### src/atc_defines.vh
// What this block does
// - overflow sets overflow flag unless baud source
// - trigger edge capture/reload sets external edge flag
// - receive baud select picks overflow source
// - transmit baud select picks overflow source
// - trigger pin enable gates capture or reload
// - run control gates counting, count held
// - timer mode counts every two clocks
// - counter mode counts count pin falling edges
// - capture/reload select, baud forces overflow reload
// - reload/capture byte pair, reset zero, RW
`ifndef ATC_DEFINES_VH
`define ATC_DEFINES_VH
// ************************************************************
// register indices; each byte address is four times its index
// ************************************************************
`define ATC_IDX_CTRL      8'hC8
`define ATC_IDX_RCAP_LO   8'hCA
`define ATC_IDX_RCAP_HI   8'hCB
`define ATC_IDX_CNT_LO    8'hCC
`define ATC_IDX_CNT_HI    8'hCD
`define ATC_ADDR_CTRL     {`ATC_IDX_CTRL, 2'b00}
`define ATC_ADDR_RCAP_LO  {`ATC_IDX_RCAP_LO, 2'b00}
`define ATC_ADDR_RCAP_HI  {`ATC_IDX_RCAP_HI, 2'b00}
`define ATC_ADDR_CNT_LO   {`ATC_IDX_CNT_LO, 2'b00}
`define ATC_ADDR_CNT_HI   {`ATC_IDX_CNT_HI, 2'b00}
// ************************************************************
// control field positions
// ************************************************************
`define ATC_BIT_OVF       7
`define ATC_BIT_EXF       6
`define ATC_BIT_RXSRC     5
`define ATC_BIT_TXSRC     4
`define ATC_BIT_TRGEN     3
`define ATC_BIT_RUN       2
`define ATC_BIT_CSRC      1
`define ATC_BIT_CAPSEL    0
// ************************************************************
// reset values and timing
// ************************************************************
`define ATC_RST_BYTE      8'h00
`define ATC_TICK_DIV      2
// ************************************************************
// bus responses
// ************************************************************
`define ATC_RESP_OKAY     2'h0
`define ATC_RESP_SLVERR   2'h2
`endif

### src/atc_timer.v
// The AXI4-Lite slave port was left to the implementer.
`timescale 1ns/1ps
`default_nettype none
`include "atc_defines.vh"
// ************************************************************
// aux timer: 16-bit timer/counter with capture and reload
// ************************************************************
module atc_timer
(
    input  wire        sys_clk,
    input  wire        rst_n,
    input  wire [9:0]  s_axi_awaddr,
    input  wire        s_axi_awvalid,
    output reg         s_axi_awready,
    input  wire [31:0] s_axi_wdata,
    input  wire [3:0]  s_axi_wstrb,
    input  wire        s_axi_wvalid,
    output reg         s_axi_wready,
    output reg  [1:0]  s_axi_bresp,
    output reg         s_axi_bvalid,
    input  wire        s_axi_bready,
    input  wire [9:0]  s_axi_araddr,
    input  wire        s_axi_arvalid,
    output reg         s_axi_arready,
    output reg  [31:0] s_axi_rdata,
    output reg  [1:0]  s_axi_rresp,
    output reg         s_axi_rvalid,
    input  wire        s_axi_rready,
    input  wire        ext_count_pin,
    input  wire        ext_trigger_pin,
    input  wire        other_timer_ovf,
    output reg         rx_baud_tick,
    output reg         tx_baud_tick
);
    // ************************************************************
    // state
    // ************************************************************
    reg [7:0]  ctrl_r;      // control register
    reg [15:0] rcap_r;      // reload / capture value
    reg [15:0] cnt_r;       // count
    reg [1:0]  cpin_sync_r; // count pin synchroniser
    reg [1:0]  tpin_sync_r; // trigger pin synchroniser
    reg        cpin_old_r;  // previous synced count pin
    reg        tpin_old_r;  // previous synced trigger pin
    reg        div_r;       // half rate divider
    reg        aw_hold_r;   // write address taken
    reg        w_hold_r;    // write data taken
    reg [9:0]  aw_addr_r;   // held write byte address
    reg [31:0] w_data_r;    // held write data
    reg        w_strb0_r;   // held lane 0 strobe

    // ************************************************************
    // combinational event logic
    // ************************************************************
    wire baud_mode = ctrl_r[`ATC_BIT_RXSRC] | ctrl_r[`ATC_BIT_TXSRC];
    // falling edges from the second synchroniser stage onward
    wire cpin_fall = cpin_old_r & ~cpin_sync_r[1];
    wire tpin_fall = tpin_old_r & ~tpin_sync_r[1];
    // half rate tick or count pin edge
    wire inc_ev = ctrl_r[`ATC_BIT_CSRC] ? cpin_fall : div_r;
    wire step = ctrl_r[`ATC_BIT_RUN] & inc_ev;
    wire ovf = step & (cnt_r == 16'hFFFF);
    // trigger acts only with enable and no baud source selected
    wire trg = tpin_fall & ctrl_r[`ATC_BIT_TRGEN] & ~baud_mode;
    wire do_cap = trg & ctrl_r[`ATC_BIT_CAPSEL];
    wire do_rld = ovf & (baud_mode | ~ctrl_r[`ATC_BIT_CAPSEL])
                | (trg & ~ctrl_r[`ATC_BIT_CAPSEL]);
    wire wr_go = aw_hold_r & w_hold_r & ~s_axi_bvalid;
    wire wr_ok = wr_go & w_strb0_r;

    // ************************************************************
    // pin synchronisers and divider
    // ************************************************************
    always @(posedge sys_clk)
    begin
        if (!rst_n)
        begin
            cpin_sync_r <= 2'h3;
            tpin_sync_r <= 2'h3;
            cpin_old_r  <= 1'b1;
            tpin_old_r  <= 1'b1;
            div_r       <= 1'b0;
        end
        else
        begin
            cpin_sync_r <= {cpin_sync_r[0], ext_count_pin};
            tpin_sync_r <= {tpin_sync_r[0], ext_trigger_pin};
            cpin_old_r  <= cpin_sync_r[1];
            tpin_old_r  <= tpin_sync_r[1];
            // divider free runs; timer mode steps every other clock
            div_r       <= ~div_r;
        end
    end

    // ************************************************************
    // counter, capture and flags; hardware set wins over clear
    // ************************************************************
    always @(posedge sys_clk)
    begin
        if (!rst_n)
        begin
            ctrl_r <= `ATC_RST_BYTE;
            rcap_r <= {`ATC_RST_BYTE, `ATC_RST_BYTE};
            cnt_r  <= {`ATC_RST_BYTE, `ATC_RST_BYTE};
        end
        else
        begin
            // software writes first, hardware events below override
            if (wr_ok)
            begin
                case (aw_addr_r)
                    `ATC_ADDR_CTRL:    ctrl_r       <= w_data_r[7:0];
                    `ATC_ADDR_RCAP_LO: rcap_r[7:0]  <= w_data_r[7:0];
                    `ATC_ADDR_RCAP_HI: rcap_r[15:8] <= w_data_r[7:0];
                    `ATC_ADDR_CNT_LO:  cnt_r[7:0]   <= w_data_r[7:0];
                    `ATC_ADDR_CNT_HI:  cnt_r[15:8]  <= w_data_r[7:0];
                    default:           ;
                endcase
            end
            // count, reload beats increment
            if (do_rld)
                cnt_r <= rcap_r;
            else if (step)
                cnt_r <= cnt_r + 16'h0001;
            // capture copies the live count
            if (do_cap)
                rcap_r <= cnt_r;
            // overflow flag only outside baud mode
            if (ovf & ~baud_mode)
                ctrl_r[`ATC_BIT_OVF] <= 1'b1;
            // trigger capture or reload flag
            if (trg)
                ctrl_r[`ATC_BIT_EXF] <= 1'b1;
        end
    end

    // ************************************************************
    // baud tick outputs to serial port
    // ************************************************************
    always @(posedge sys_clk)
    begin
        if (!rst_n)
        begin
            rx_baud_tick <= 1'b0;
            tx_baud_tick <= 1'b0;
        end
        else
        begin
            rx_baud_tick <= ctrl_r[`ATC_BIT_RXSRC] ? ovf : other_timer_ovf;
            tx_baud_tick <= ctrl_r[`ATC_BIT_TXSRC] ? ovf : other_timer_ovf;
        end
    end

    // ************************************************************
    // axi4-lite write channel
    // ************************************************************
    always @(posedge sys_clk)
    begin
        if (!rst_n)
        begin
            s_axi_awready <= 1'b1;
            s_axi_wready  <= 1'b1;
            s_axi_bvalid  <= 1'b0;
            s_axi_bresp   <= `ATC_RESP_OKAY;
            aw_hold_r     <= 1'b0;
            w_hold_r      <= 1'b0;
            aw_addr_r     <= 10'h000;
            w_data_r      <= 32'h00000000;
            w_strb0_r     <= 1'b0;
        end
        else
        begin
            // take address and data in either order
            if (s_axi_awvalid & s_axi_awready)
            begin
                aw_hold_r     <= 1'b1;
                aw_addr_r     <= s_axi_awaddr;
                s_axi_awready <= 1'b0;
            end
            if (s_axi_wvalid & s_axi_wready)
            begin
                w_hold_r     <= 1'b1;
                w_data_r     <= s_axi_wdata;
                w_strb0_r    <= s_axi_wstrb[0];
                s_axi_wready <= 1'b0;
            end
            // both held: respond; the register is written only if the lane 0 strobe was set
            if (wr_go)
            begin
                s_axi_bvalid <= 1'b1;
                aw_hold_r    <= 1'b0;
                w_hold_r     <= 1'b0;
                case (aw_addr_r)
                    `ATC_ADDR_CTRL, `ATC_ADDR_RCAP_LO, `ATC_ADDR_RCAP_HI,
                    `ATC_ADDR_CNT_LO, `ATC_ADDR_CNT_HI:
                        s_axi_bresp <= `ATC_RESP_OKAY;
                    default:
                        s_axi_bresp <= `ATC_RESP_SLVERR;
                endcase
            end
            // response accepted: reopen both channels
            if (s_axi_bvalid & s_axi_bready)
            begin
                s_axi_bvalid  <= 1'b0;
                s_axi_awready <= 1'b1;
                s_axi_wready  <= 1'b1;
            end
        end
    end

    // ************************************************************
    // axi4-lite read channel
    // ************************************************************
    always @(posedge sys_clk)
    begin
        if (!rst_n)
        begin
            s_axi_arready <= 1'b1;
            s_axi_rvalid  <= 1'b0;
            s_axi_rdata   <= 32'h00000000;
            s_axi_rresp   <= `ATC_RESP_OKAY;
        end
        else
        begin
            if (s_axi_arvalid & s_axi_arready)
            begin
                s_axi_arready <= 1'b0;
                s_axi_rvalid  <= 1'b1;
                s_axi_rresp   <= `ATC_RESP_OKAY;
                // narrow data in low byte, upper bits zero
                case (s_axi_araddr)
                    `ATC_ADDR_CTRL:    s_axi_rdata <= {24'h000000, ctrl_r};
                    `ATC_ADDR_RCAP_LO: s_axi_rdata <= {24'h000000, rcap_r[7:0]};
                    `ATC_ADDR_RCAP_HI: s_axi_rdata <= {24'h000000, rcap_r[15:8]};
                    `ATC_ADDR_CNT_LO:  s_axi_rdata <= {24'h000000, cnt_r[7:0]};
                    `ATC_ADDR_CNT_HI:  s_axi_rdata <= {24'h000000, cnt_r[15:8]};
                    default:
                    begin
                        s_axi_rdata <= 32'h00000000;
                        s_axi_rresp <= `ATC_RESP_SLVERR;
                    end
                endcase
            end
            else if (s_axi_rvalid & s_axi_rready)
            begin
                s_axi_rvalid  <= 1'b0;
                s_axi_arready <= 1'b1;
            end
        end
    end
endmodule // atc_timer
`default_nettype wire

### config.mk
export PLATFORM = sky130hd
export DESIGN_NAME = atc_timer
export DESIGN_NICKNAME = d
export VERILOG_FILES = /design/src/atc_timer.v
export VERILOG_INCLUDE_DIRS = /design/src
export SDC_FILE = /design/constraint.sdc
export NUM_CORES = 1
export LEC_CHECK = 0
export BUFFER_PORTS_ARGS = -buffer_cell sky130_fd_sc_hd__clkbuf_2
export CAP_MARGIN = 20
export CORE_MARGIN = 3
export CORE_UTILIZATION = 53
export CTS_CLUSTER_SIZE = 14
export DETAILED_ROUTE_END_ITERATION = 6
export HOLD_SLACK_MARGIN = 0.1
export PLACE_DENSITY = 0.8
export SYNTH_ARGS = -nofsm -noshare
export SYNTH_HDL_FRONTEND = slang
export SYNTH_SLANG_ARGS = --single-unit
### constraint.sdc
create_clock -name sys_clk -period 4.35 [get_ports sys_clk]
set_input_delay 0.2175 -clock sys_clk [delete_from_list [all_inputs] [get_ports sys_clk]]
set_output_delay 0.2175 -clock sys_clk [all_outputs]
set_load 0.05 [all_outputs]
==> metrics, run 1 <==
# diodes 0; cell with the most instances after synthesis dfxtp_1; CP startpoint kind register; share of layout cells above drive strength 1 15.3%; slowest CP cell a31o_2; antenna violation net count after detailed routing 0; core area 7810 um^2; Crit Path Category register to register; Yosys reg bits 85; Power Density 330 nW/um^2; Post-synth EDFFs 0; vias in the first global route 3,657; arrival time at the worst endpoint 2.82 ns; Boundary Pins 109; drt first pass iters 7; DIE AREA 9250 um^2; Final Max Tran Viols 0; # rows 32; FF-to-FF setup slack 1.78 ns; GR Overflow Total 0; pin count of the biggest net entering global routing 55; Synth async-reset ratio 0%; CTS H-tree lvls 3; status finished clean; register area share after synthesis 39.5%; Final Cycle Share 59.1%; Post-Syn Area per Cell 8.55 um^2; Worst Path Required 4.60 ns; CTS tree built; power after layout 0.00163 W; CTS buffer count 9; Routed WL 11,500 um; GRT Total Usage 25.2%; upper clock frequency limit 0.389 GHz; final core occ 63.3%; share of the synthesized area in the top cell type 39.5%; Max IR drop VDD 0.229 mV; DR vias 4,025; Fin. Hold Viols 0; worst-margin pin slew 1.09 ns; Detailed Route Iter0 Violations 450; Final setup viols 0; Initial Utilization 55.2%; Mapped Cells 504; Max-Cap Viols 0; Leak Pwr 1.92 nW; Synth Flop Type dfxtp_1; crit path cell chain ha_1 -> nand3_1 -> a2111oi_2 -> a31o_2 -> nor4_1 -> o21a_1; DR DRC count 0; Clock Tree Buf Depth 2; post-route minimum period 2.57 ns; die width 96.2 um; Sink Count 85; chip height 96.2 um; nets 631; Synth area leader dfxtp_1; global placer's final weighted congestion 0.967; crit path capture type register; area growth from synthesis to layout 14.7%; Post-Route Setup TNS 0 ns; post-cts resize count 0; max incr delay on CP 0.54 ns; wire per inst 17.2 um; Max transition margin 26.9%; post-synth cell types 58; Clk pin slew, worst setup/hold paths 0.08 ns; Clock Tree Root clkbuf_8; Max FO, Critical Path 20; synth cell count leaders dfxtp_1, nand2_1, o21ai_0, mux2i_1, buf_4; hold crit path type input port to register; Clk Latency, worst-skew pair 0.37 ns; Syn Std Cell Area 4310 um^2; Ys Warns 0; Hold WS 0.114 ns; hpwl dp 7610 um; Max Clock Skew 0.0149 ns; largest cells by area after synthesis dfxtp_1, mux2i_1, o21ai_0; first-pass GRT wire length 17,800 um; I/O Buffers 55; RSZ-0062 raised after global routing no; initial antenna violation count 0; DR vias/cell 6.00
[timing repair]
action	4_1_cts	5_1_grt
hold endpoints to repair	22	0
hold buffers	22	0
buffers inserted	0	0
[through the flow]
step / worst slack (ns) / instance area [um^2] / cells
after floorplan: 2.25 / 4400 / 529
after detailed placement: 1.87 / 4510 / 633
after global placement: 1.94 / 4510 / 633
after global routing: 1.66 / 4940 / 671
after CTS: 1.85 / 4940 / 671
final: 1.78 / 4940 / 671
[power breakdown]
part	switching (W)	leakage [nW]	total (W)	internal, W
clock	0.000299	0.103	0.000599	0.000300
sequential	0.0000234	0.693	0.000826	0.000803
combinational	0.000143	1.13	0.000204	0.0000614
total	0.000465	1.92	0.00163	0.00116
[cell type report]
type,count,area (um^2)
inverter,11,41.3
fill,671,2870
tap,102,128
multi-input combinational,378,2350
clock buffer,12,155
clock inverter,4,55.1
sequential,85,1700
timing repair buffer,79,510
[placed cells by master (no fill, tap or decap), types with 6 or more instances in the layout]
cell type,netlist,final
inv_1,11,11
nand2_1,61,61
a211o_1,7,7
nand3_1,11,11
a222oi_1,8,8
a21boi_0,23,23
nor3_1,8,8
dlygate4sd3_1,0,22
and2_1,6,6
xnor2_1,7,7
nor2b_1,12,12
nand4_1,6,6
mux2i_1,28,28
o21ai_0,47,47
clkbuf_2,0,55
dfxtp_1,85,85
a22oi_1,9,9
conb_1,1,26
a21oi_1,23,23
clkbuf_8,0,11
nand2b_1,7,7
nor4_1,6,6
a31oi_1,18,18
nor2_1,19,19
[logic make-up (layout without fill, tap and decap cells)]
logic type	count (synthesis)	in the layout	share of synthesized area [%]
XOR/XNOR	7	7	1.42
multiplexers	31	31	7.46
AND/OR/NAND/NOR	161	161	20.1
adder cells (fa/ha/maj)	1	1	0.290
AO/OA/AOI/OAI	152	152	23.0
flip-flops	85	85	39.5
buffers and inverters	66	106	8.16
other	1	26	0.0870
[state kept, by name, indices dropped and copies added (netlist names), 2 cells and up]
signal	cells
aw_addr_r	10
cnt_r	16
cpin_sync_r	2
ctrl_r	8
rcap_r	16
s_axi_rdata	8
tpin_sync_r	2
w_data_r	8
[worst max-delay path, delay by kind of cell (launching register included)]
family / cells / cell delay, ns
AO/OA/AOI/OAI: 3 / 1.17
adder cells (fa/ha/maj): 1 / 0.29
flip-flops: 1 / 0.50
AND/OR/NAND/NOR: 2 / 0.49
[final timing paths]
check	startpoint	endpoint	cells after the start
max	cnt_r[0]	cnt_r[5]	6
min	s_axi_awaddr[6]	aw_addr_r[6]	3
max reg2reg	cnt_r[0]	cnt_r[5]	6
min reg2reg	cpin_sync_r[0]	cpin_sync_r[1]	1
[layer usage]
metal	track usage, %	share of wire, %	vias up
li1	-	-	1912
met1	33.9	42	1842
met2	38.6	47	235
met3	4.93	8.7	36
met4	12.0	2.4	0
met5	0	0	-
Power figures use the tool's default switching activity.
==> run 2: changes to the inputs <==
==> constraint.sdc (replaced) <==
create_clock -name sys_clk -period 2.45 [get_ports sys_clk]
set_input_delay 0.1225 -clock sys_clk [delete_from_list [all_inputs] [get_ports sys_clk]]
set_output_delay 0.1225 -clock sys_clk [all_outputs]
set_load 0.05 [all_outputs]
==> run 2 against run 1 <==
Sequential power is 78% higher. Utilization increased by 2.9 points. Largest power group unchanged. Non-clock buffer count grew 32. Hold slack gained 0.068 ns. Largest cell class unchanged. Critical path type unchanged. Fmax increased by 23%. Combinational power increased by 86%. Clock-buffer cell count shrank 3.
==> metrics, run 2 (same netlist as run 1, synthesis figures left out) <==
drt first pass iters 6; vias in the first global route 3,939; post-route minimum period 2.09 ns; hold crit path type input port to register; Area after DPL 4710 um^2; Final Max Tran Viols 0; Stages on worst setup path 5; CTS tree built; share of layout cells above drive strength 1 18.8%; Max Clock Skew 0.00757 ns; pin count of the biggest net entering global routing 33; DR vias/cell 5.98; initial antenna violation count 0; DIE AREA 9250 um^2; global placer's final weighted congestion 0.953; FF-to-FF setup slack 0.36 ns; commonest non-fill, non-tap cells in the layout dfxtp_1, nand2_1, clkbuf_2; Post-Route Setup TNS 0 ns; Final setup viols 0; design area 5170 um^2; Fin. Hold Viols 0; Boundary Pins 109; die width 96.2 um; Initial Utilization 55.2%; Routed WL 12,600 um; max incr delay on CP 0.67 ns; I/O Buffers 55; Crit Path Category register to register; Detailed Route Iter0 Violations 381; Post-Layout Cell Count 702; antenna violation net count after detailed routing 0; Max FO, Critical Path 5; slowest CP cell or4_1; RSZ-0062 raised after global routing no; post-cts hold buffer count 28; commonest non-fill, non-tap cell in the layout dfxtp_1; setup bufs post-CTS 0; worst-margin pin slew 0.615 ns; # diodes 0; crit path capture type register; reg2reg start aw_addr_r[0]; Clock Tree Buf Depth 2; Max-Cap Viols 0; Max transition margin 58.8%; hpwl dp 8330 um; Sink Count 85; Largest regs cnt_r x16, rcap_r x16, aw_addr_r x10; Power Density 539 nW/um^2; GR Overflow Total 0; DR DRC count 0; CTS buffer count 9; Clk pin slew, worst setup/hold paths 0.09 ns; Final Cycle Share 85.4%; area growth from synthesis to layout 19.9%; upper clock frequency limit 0.478 GHz; nets 663; Crit path max-delay family simple AND/OR/NAND/NOR gates; Setup crit end cnt_r[1]; Worst Path Buf+Inv 0; first-pass GRT wire length 19,600 um; Worst Path Required 2.71 ns; wire per inst 17.9 um; crit path cell chain or3b_4 -> or4_1 -> mux2_4 -> mux2i_1 -> o21ai_0; core area 7810 um^2; FF-to-FF End cnt_r[1]; post-placement cell count 659; post-cts resize count 0; R2R cell count 5; DR vias 4,198; GRT Total Usage 28.0%; chip height 96.2 um; Max IR drop VDD 0.335 mV; Leak Pwr 2.07 nW; CP startpoint aw_addr_r[0]; status finished clean; CP startpoint kind register; Clk Latency, worst-skew pair 0.37 ns; # rows 32; CTS H-tree lvls 3; arrival time at the worst endpoint 2.35 ns; Clock Tree Root clkbuf_8
[run 2: changes by cell type in the layout (fill, tap and decap cells not counted), sizes merged]
cell         before  now
buf               2   28
dlygate4sd3      22   28
clkbuf           67   64
inv              12   15
bufinv            1    0
[run 2: cell type report]
type                       instances  area, um^2
timing repair buffer             111         766
multi-input combinational        378        2350
inverter                          11        41.3
fill                             653        2640
clock buffer                       9         124
clock inverter                     6        56.3
tap                              102         128
sequential                        85        1700
[run 2: worst register-to-register path: stages (launching register included)]
cell,delay (ns)
dfxtp_1,0.33
or3b_4,0.41
or4_1,0.67
mux2_4,0.35
mux2i_1,0.13
o21ai_0,0.09
[run 2: worst min-delay path by stage]
stage,from,slack (ns),cells past startpoint,endpoint
finish,s_axi_araddr[3],0.18,4,s_axi_rresp[1]
global route,s_axi_araddr[3],0.23,4,s_axi_rresp[1]
CTS,s_axi_araddr[5],0.18,4,s_axi_rresp[1]
detailed placement,ext_trigger_pin,0.31,2,tpin_sync_r[0]
global placement,ext_count_pin,0.30,2,cpin_sync_r[0]
floorplan,s_axi_awvalid,0.22,1,s_axi_awready
[run 2: metal layers]
layer	GRT usage, %	up-vias	routed length [um]
met5	0	-	0
met4	10.3	0	303
met3	6.18	37	1170
met2	47.6	234	6260
met1	34.5	1957	4830
li1	-	1970	-
[run 2: report_power, final]
group          internal [W]  leakage (nW)  switching [W]  total, W
clock              0.000385        0.0901       0.000552  0.000938
sequential          0.00143         0.693      0.0000437   0.00147
combinational      0.000118          1.28       0.000262  0.000379
[run 2: metrics by stage]
stage	util (%)	total power [W]	hold slack, ns	setup WS, ns
finish	66.2	0.00279	0.182	0.358
global route	66.2	0.00289	0.230	0.210
CTS	66.2	0.00279	0.178	0.364
detailed placement	60.3	0.00184	0.308	0.386
global placement	60.3	0.00182	0.303	0.400
floorplan	-	0.00178	0.223	0.348
